## config.mk

```make
export PLATFORM = sky130hd
export DESIGN_NAME = ctre_result_regs
export DESIGN_NICKNAME = d
export VERILOG_FILES = /design/src/common/ctre_pkg.sv /design/src/logic/ctre_tag_latch.sv /design/src/logic/ctre_result_regs.sv
export SDC_FILE = /design/constraint.sdc
export NUM_CORES = 1
export LEC_CHECK = 0
export ABC_AREA = 1
export BUFFER_PORTS_ARGS = -buffer_cell sky130_fd_sc_hd__buf_2
export CORE_AREA = 2 2 166 168
export CTS_CLUSTER_SIZE = 30
export DETAILED_ROUTE_END_ITERATION = 7
export DIE_AREA = 0 0 168 170
export GPL_ROUTABILITY_DRIVEN = 0
export PLACE_DENSITY = 0.81
export RECOVER_POWER = 100
export SLEW_MARGIN = 5
export SYNTH_ARGS = -nofsm -noshare
export SYNTH_HDL_FRONTEND = slang
export SYNTH_SLANG_ARGS = --single-unit
```

## constraint.sdc

```tcl
create_clock -name clk -period 10.25 [get_ports clk]
set_input_delay 1.025 -clock clk [delete_from_list [all_inputs] [get_ports clk]]
set_output_delay 1.025 -clock clk [all_outputs]
set_load 0.01 [all_outputs]
```

## src/common/ctre_pkg.sv

```systemverilog
// Package for the capacitive touch result register bank.
// Assumes a 32-bit register port with word-aligned byte offsets.
package ctre_pkg;

	// Register byte offsets
	localparam logic [11:0] OFS_MODE_SELECT   = 12'h108;
	localparam logic [11:0] OFS_POINT2_XY     = 12'h11C;
	localparam logic [11:0] OFS_POINT5_Y      = 12'h120;
	localparam logic [11:0] OFS_POINT1_XY     = 12'h124;
	localparam logic [11:0] OFS_TAG_LOOKUP_XY = 12'h128;
	localparam logic [11:0] OFS_TAG_FIRST     = 12'h12C;
	localparam logic [11:0] OFS_TAG_LOOKUP2   = 12'h130;
	localparam logic [11:0] OFS_TAG_SECOND    = 12'h134;
	localparam logic [11:0] OFS_POINT5_X      = 12'h16C;
	localparam logic [11:0] OFS_POINT3_XY     = 12'h18C;
	localparam logic [11:0] OFS_POINT4_XY     = 12'h190;

	// Reset values
	localparam logic [31:0] RST_POINT_XY  = 32'h80008000;
	localparam logic [15:0] RST_COORD     = 16'h8000;
	localparam logic [31:0] RST_RAW_XY    = 32'h0FFFFFFF;
	localparam logic [31:0] RST_LOOKUP_XY = 32'h00000000;
	localparam logic [7:0]  RST_TAG       = 8'h00;
	localparam logic        RST_MODE      = 1'b1;

	// Field positions
	localparam int MODE_BIT  = 0;
	localparam int X_MSB     = 31;
	localparam int X_LSB     = 16;
	localparam int Y_MSB     = 15;
	localparam int TAG_WIDTH = 8;

	// Detection mode encoding of the mode bit
	localparam logic MODE_MULTI  = 1'b0;
	localparam logic MODE_SINGLE = 1'b1;

	// Number of touch points the engine tracks
	localparam int NUM_POINTS = 5;

endpackage

```

## src/logic/ctre_tag_latch.sv

```systemverilog
// Per-point tag result latch: loads once at end of frame.
// Assumes frame_done is a one-cycle pulse on clk.
`timescale 1ns/1ns
module ctre_tag_latch
(
	input  wire logic       clk,
	input  wire logic       reset,
	input  wire logic       frame_done,
	input  wire logic       enable,
	input  wire logic       touched,
	input  wire logic [7:0] tag_in,
	input  wire logic [31:0] xy_in,
	output logic [7:0]      tag_out,
	output logic [31:0]     xy_out
);
	typedef struct packed
	{
		logic [7:0]  tag;
		logic [31:0] xy;
	} ctre_latch_t;

	ctre_latch_t st_ff;
	ctre_latch_t nxt_st;

	// Only frame end may change the tag, so a host sees one stable value per frame
	always_comb
	begin
		nxt_st = st_ff;
		if (frame_done)                                          // [RQ7]
		begin
			nxt_st.xy = xy_in;                                   // [RQ12]
			if (enable && touched)
				nxt_st.tag = tag_in;                             // [RQ7] [RQ8]
			else
				nxt_st.tag = ctre_pkg::RST_TAG;                  // [RQ8]
		end
	end

	always_ff @(posedge clk or posedge reset)
	begin
		if (reset)
		begin
			st_ff.tag <= ctre_pkg::RST_TAG;
			st_ff.xy  <= ctre_pkg::RST_LOOKUP_XY;
		end
		else
			st_ff <= nxt_st;
	end

	assign tag_out = st_ff.tag;
	assign xy_out  = st_ff.xy;
endmodule

```

## src/logic/ctre_result_regs.sv

```systemverilog
// Result register bank of the capacitive touch engine.
// Assumes the engine presents coordinates, tags and frame end on clk;
// software uses a single-cycle strobe port with read data one cycle later.
`timescale 1ns/1ns
// How it works
// (RQ1) Second point word at 0x11C: X high, Y low, reset 0x80008000.
// (RQ2) Third point word: X bits 31..16, Y bits 15..0, reset 0x80008000.
// (RQ3) Fourth point word at 0x190, same layout and reset.
// (RQ4) Fifth point split into X at 0x16C and Y at 0x120, reset 0x8000.
// (RQ5) Points two to five are updated only in multi-touch mode.
// (RQ6) Single-touch mode shows raw X/Y at 0x11C, reset 0x0FFFFFFF.
// (RQ7) Tags load the object tag once, after the frame's last line.
// (RQ8) Tags are 1..255 when touched, zero at reset or without touch.
// (RQ9) First tag works in both modes, looked up at its lookup coordinate.
// (RQ10) Second-point tag at 0x134, multi-touch only, upper bits zero.
// (RQ11) Mode bit 0 at 0x108: 0 multi, 1 single, resets to 1.
// (RQ12) Lookup coordinates used for each tag are readable back.
// (RQ13) Reserved tag bits read zero; reads never change stored values.
module ctre_result_regs
(
	input  wire logic        clk,
	input  wire logic        reset,
	// Register port
	input  wire logic [11:0] reg_addr,
	input  wire logic [31:0] reg_wdata,
	input  wire logic        reg_wr,
	input  wire logic        reg_rd,
	output logic [31:0]      reg_rdata,
	// Engine side: coordinate samples
	input  wire logic        sample_valid,
	input  wire logic [4:0]  point_touched,
	input  wire logic [31:0] point1_xy_in,
	input  wire logic [31:0] point2_xy_in,
	input  wire logic [31:0] point3_xy_in,
	input  wire logic [31:0] point4_xy_in,
	input  wire logic [31:0] point5_xy_in,
	input  wire logic [31:0] raw_xy_in,
	// Engine side: tag lookup
	input  wire logic        frame_done,
	input  wire logic [7:0]  tag1_in,
	input  wire logic [7:0]  tag2_in,
	input  wire logic [31:0] lookup1_xy_in,
	input  wire logic [31:0] lookup2_xy_in,
	// Mode seen by the engine
	output logic             single_touch_mode
);
	typedef struct packed
	{
		logic        mode;
		logic [31:0] p1;
		logic [31:0] p2;
		logic [31:0] p3;
		logic [31:0] p4;
		logic [15:0] p5x;
		logic [15:0] p5y;
		logic [31:0] raw;
		logic [31:0] rdata;
	} ctre_state_t;

	ctre_state_t st_ff;
	ctre_state_t nxt_st;

	logic [7:0]  tag1;
	logic [7:0]  tag2;
	logic [31:0] look1;
	logic [31:0] look2;
	logic        multi;

	// Widen an 8-bit tag; reserved bits read zero
	function automatic logic [31:0] ctre_tag_word(input logic [7:0] t);
		ctre_tag_word = {24'h000000, t};                         // [RQ13]
	endfunction

	assign multi = (st_ff.mode == ctre_pkg::MODE_MULTI);

	// First tag is live in both modes
	ctre_tag_latch u_tag1
	(
		.clk        (clk),
		.reset      (reset),
		.frame_done (frame_done),
		.enable     (1'b1),                                      // [RQ9]
		.touched    (point_touched[0]),
		.tag_in     (tag1_in),
		.xy_in      (lookup1_xy_in),
		.tag_out    (tag1),
		.xy_out     (look1)
	);

	// Second tag only counts in multi-touch mode
	ctre_tag_latch u_tag2
	(
		.clk        (clk),
		.reset      (reset),
		.frame_done (frame_done),
		.enable     (multi),                                     // [RQ10]
		.touched    (point_touched[1]),
		.tag_in     (tag2_in),
		.xy_in      (lookup2_xy_in),
		.tag_out    (tag2),
		.xy_out     (look2)
	);

	// Next state: mode write, coordinate capture and read data
	always_comb
	begin
		nxt_st = st_ff;
		// Mode register is the only writable field
		if (reg_wr && reg_addr == ctre_pkg::OFS_MODE_SELECT)
			nxt_st.mode = reg_wdata[ctre_pkg::MODE_BIT];         // [RQ11]
		// Coordinates follow each engine sample
		if (sample_valid)
		begin
			nxt_st.p1 = point1_xy_in;
			if (multi)                                           // [RQ5]
			begin
				nxt_st.p2  = point2_xy_in;                       // [RQ1]
				nxt_st.p3  = point3_xy_in;                       // [RQ2]
				nxt_st.p4  = point4_xy_in;                       // [RQ3]
				nxt_st.p5x = point5_xy_in[ctre_pkg::X_MSB:ctre_pkg::X_LSB]; // [RQ4]
				nxt_st.p5y = point5_xy_in[ctre_pkg::Y_MSB:0];    // [RQ4]
			end
			else
				nxt_st.raw = raw_xy_in;                          // [RQ6]
		end
		// Read data is valid only in the cycle after the strobe; reads store nothing
		nxt_st.rdata = 32'h00000000;                             // [RQ13]
		if (reg_rd)
		begin
			if (reg_addr == ctre_pkg::OFS_MODE_SELECT)
				nxt_st.rdata = {31'h00000000, st_ff.mode};
			else if (reg_addr == ctre_pkg::OFS_POINT2_XY)
				nxt_st.rdata = multi ? st_ff.p2 : st_ff.raw;     // [RQ1] [RQ6]
			else if (reg_addr == ctre_pkg::OFS_POINT5_Y)
				nxt_st.rdata = {16'h0000, st_ff.p5y};            // [RQ4]
			else if (reg_addr == ctre_pkg::OFS_POINT1_XY)
				nxt_st.rdata = st_ff.p1;
			else if (reg_addr == ctre_pkg::OFS_TAG_LOOKUP_XY)
				nxt_st.rdata = look1;                            // [RQ12]
			else if (reg_addr == ctre_pkg::OFS_TAG_FIRST)
				nxt_st.rdata = ctre_tag_word(tag1);              // [RQ9]
			else if (reg_addr == ctre_pkg::OFS_TAG_LOOKUP2)
				nxt_st.rdata = look2;                            // [RQ12]
			else if (reg_addr == ctre_pkg::OFS_TAG_SECOND)
				nxt_st.rdata = ctre_tag_word(tag2);              // [RQ10]
			else if (reg_addr == ctre_pkg::OFS_POINT5_X)
				nxt_st.rdata = {16'h0000, st_ff.p5x};            // [RQ4]
			else if (reg_addr == ctre_pkg::OFS_POINT3_XY)
				nxt_st.rdata = st_ff.p3;                         // [RQ2]
			else if (reg_addr == ctre_pkg::OFS_POINT4_XY)
				nxt_st.rdata = st_ff.p4;                         // [RQ3]
			else
				nxt_st.rdata = 32'h00000000;                     // Unmapped reads zero
		end
	end

	// State register; the single-touch reset mode matches power-up behaviour
	always_ff @(posedge clk or posedge reset)
	begin
		if (reset)
		begin
			st_ff.mode  <= ctre_pkg::RST_MODE;                   // [RQ11]
			st_ff.p1    <= ctre_pkg::RST_POINT_XY;
			st_ff.p2    <= ctre_pkg::RST_POINT_XY;               // [RQ1]
			st_ff.p3    <= ctre_pkg::RST_POINT_XY;               // [RQ2]
			st_ff.p4    <= ctre_pkg::RST_POINT_XY;               // [RQ3]
			st_ff.p5x   <= ctre_pkg::RST_COORD;                  // [RQ4]
			st_ff.p5y   <= ctre_pkg::RST_COORD;                  // [RQ4]
			st_ff.raw   <= ctre_pkg::RST_RAW_XY;                 // [RQ6]
			st_ff.rdata <= 32'h00000000;
		end
		else
			st_ff <= nxt_st;
	end

	assign reg_rdata         = st_ff.rdata;
	assign single_touch_mode = st_ff.mode;
endmodule

```

==> impl_metrics.env <==
export IMPL_synth_warning_count=0
export IMPL_ant_nets=0
export IMPL_outcome="finished, violations left"
export IMPL_die_area_um2=28600
export IMPL_hold_violations=0
export IMPL_fin_crit_sh=0.528
export IMPL_hp_class="flop to flop"
export IMPL_clk_latency_ns=0.51
export IMPL_grt_max_degree=107
export IMPL_cts_buffer_depth=3
export IMPL_tritoncts="built"
export IMPL_core_um2=26700
export IMPL_initialDrtViolationCount=825
export IMPL_fill_cells=2182
export IMPL_rows=60
export IMPL_post_dp_cell_area_um2=15700
export IMPL_fin_nets=2054
export IMPL_r2r_slack_ns=4.88
export IMPL_cts_sinks=305
export IMPL_grt_pass1_wl_mm=60.8
export IMPL_yosysSeqAreaShare=0.540
export IMPL_die_w_um=168
export IMPL_die_height_um=170
export IMPL_dp_cells=2031
export IMPL_antenna_found_initial=15
export IMPL_drt_pass1_iter_count=5
export IMPL_final_cells=2104
export IMPL_fmax_mhz=185
export IMPL_fin_area_um2=16800
export IMPL_period_minus_slack_ns=5.42
export IMPL_slew_headroom=-1.81
export IMPL_syn_cell_area_um2=14200
export IMPL_routed_wl_mm=39.1
export IMPL_skew_ns=0.0179
export IMPL_vias=11400
export IMPL_max_vdd_ir_drop_mv=0.125
export IMPL_synth_area_leader_cell="dfrtp_1"
export IMPL_vias_per_cell=5.40
export IMPL_ios=360
export IMPL_start_util=0.534
export IMPL_yosysTopAreaCellShare=0.468
export IMPL_ys_ff_latch=305
export IMPL_remaining_drc_errors=0
export IMPL_tns_ns=0
export IMPL_critPathKind="input pin to flop"
export IMPL_port_buffers=325
export IMPL_drv_slew=377
export IMPL_synth_area_top_cells="dfrtp_1 (47%), mux2_2 (11%), dfstp_2 (7.2%)"
export IMPL_critPathRequiredTime_ns=10.64
export IMPL_wire_per_inst_um=18.6
export IMPL_cts_buffers=35
export IMPL_path_max_fanout=95
export IMPL_drive_above_1_share=0.329
export IMPL_pwr_density_cell_nw_per_um2=164
export IMPL_synth_cells=1468
export IMPL_grt_usage=0.276
export IMPL_cts_hold_fix_buffers=0
export IMPL_synth_cell_type_count=41
export IMPL_postCtsSetupBuffers=0
export IMPL_cap_violations=6
export IMPL_rsz0062_at_grt="false"
export IMPL_max_slew_worst_pin_slew_ns=4.22
export IMPL_crit_arrival_ns=5.81
export IMPL_postSynthAreaPerCell_um2=9.69
export IMPL_grt_ovfl_total=0
export IMPL_root_buffer="clkbuf_16"
export IMPL_post_cts_resized=0
export IMPL_syn2layout_area_growth_pct=18.3
export IMPL_place_hpwl_mm=27.7
export IMPL_setup_violations_final=0
export IMPL_leakagePower_nw=8.62
export IMPL_startpoint_type="input pin"
export IMPL_grt_pass1_vias=11500
export IMPL_violations="max-capacitance violations, max-slew violations"
export IMPL_syn_nets=1795
export IMPL_htree_levels=2
export IMPL_end_kind="flop"
export IMPL_path_clk_slew_ns=0.06
worst max-delay path, cell delays in order:
cell and delay (ns):
buf_2 0.07, clkbuf_1 1.72, nand2_1 1.67, buf_4 0.82
mux2_2 0.40
routing by layer:
metal / routed length [um] / vias up / global-route usage / share of wire
li1: - / 5320 / - / -
met5: 58 / - / 0 / 0.0015
met4: 1720 / 10 / 0.131 / 0.044
met1: 15200 / 5467 / 0.340 / 0.39
met2: 19000 / 452 / 0.462 / 0.49
met3: 3070 / 113 / 0.0653 / 0.079
power breakdown:
part	leakage (nW)	total (W)	switching (W)	internal, W
clock network	0.583	0.00125	0.000489	0.000766
logic	4.46	0.000203	0.000108	0.0000955
registers	3.58	0.00131	0.0000281	0.00128
total	8.62	0.00277	0.000624	0.00214
per-stage QoR:
step	setup slack, ns	hold slack [ns]	util	power [W]
2_1_floorplan	0.859	0.451	-	0.00144
3_3_place_gp	6.63	0.464	0.589	0.00152
3_5_place_dp	6.59	0.486	0.589	0.00153
4_1_cts	6.78	0.495	0.633	0.00278
5_1_grt	4.28	0.502	0.631	0.00287
6_report	4.83	0.494	0.631	0.00277
area by class of cell:
| class | instances | area [um2] | share of cell area |
|---|---|---|---|
| inverters | 171 | 648 | 0.0385 |
| well taps | 341 | 427 | 0.0254 |
| diodes | 10 | 25.0 | 0.00149 |
| clock inverters | 8 | 73.8 | 0.00439 |
| flip-flops and latches | 305 | 7680 | 0.457 |
| multi-input cells | 881 | 5230 | 0.311 |
| repair buffers | 333 | 1630 | 0.0971 |
| clock buffers | 55 | 1100 | 0.0656 |
placed cells by master (no fill, tap or decap), types with 4 or more instances in the layout:
master and instances:
dfstp_2 38, or2_2 4, dfrtp_1 266, a211oi_1 7, nor2_4 4, mux2_2 137
nor3_1 9, clkbuf_16 37, o21ai_0 139, buf_2 291, clkbuf_8 11, buf_4 5
nand3b_1 4, o211ai_1 21, inv_2 5, diode_2 10, nand3_1 34, a21oi_1 143
nor2_1 121, o21ai_1 13, o22ai_2 5, nand2_4 9, clkbuf_1 44, nand2_2 8
clkinv_2 5, o31ai_1 6, o22ai_1 7, inv_1 163, nand2_1 190, nand4_1 5
cell families after synthesis:
kind of cell | count (synthesis) | share of synthesized area
muxes | 137 | 0.108
and+or+nand+nor | 397 | 0.127
DFF | 305 | 0.540
AOI/OAI and AO/OA | 347 | 0.133
buffers and inverters | 282 | 0.0910
state kept, by name (all words and copies together) (netlist names):
signal / flops
st_ff: 192
reg_rdata: 32
u_tag1.xy_out: 32
u_tag2.xy_out: 32
u_tag1.tag_out: 8
u_tag2.tag_out: 8
single_touch_mode: 1
path summary, 6_finish.rpt:
path,from,to,cells past startpoint
setup / recovery,sample_valid,st_ff[136],5
hold / removal,st_ff[111],st_ff[111],2
setup reg to reg,single_touch_mode,st_ff[136],4
hold reg to reg,st_ff[111],st_ff[111],2
max in group asynchronous,reset,st_ff[161],4
min in group asynchronous,reset,st_ff[124],2
synth_stat cells (all sizes together):
cell       n
dfstp     39
clkbuf    32
buf       79
a211oi     7
inv      169
o31ai      6
nand4      5
o22ai     12
nand3b     4
clkinv     2
nand2    207
dfrtp    266
o211ai    21
nand3     35
o21ai    154
nor3      12
or2        5
nor2     128
a21oi    146
o2111ai    1
and2       1
mux2     137
(Power assumes the default switching activity.)
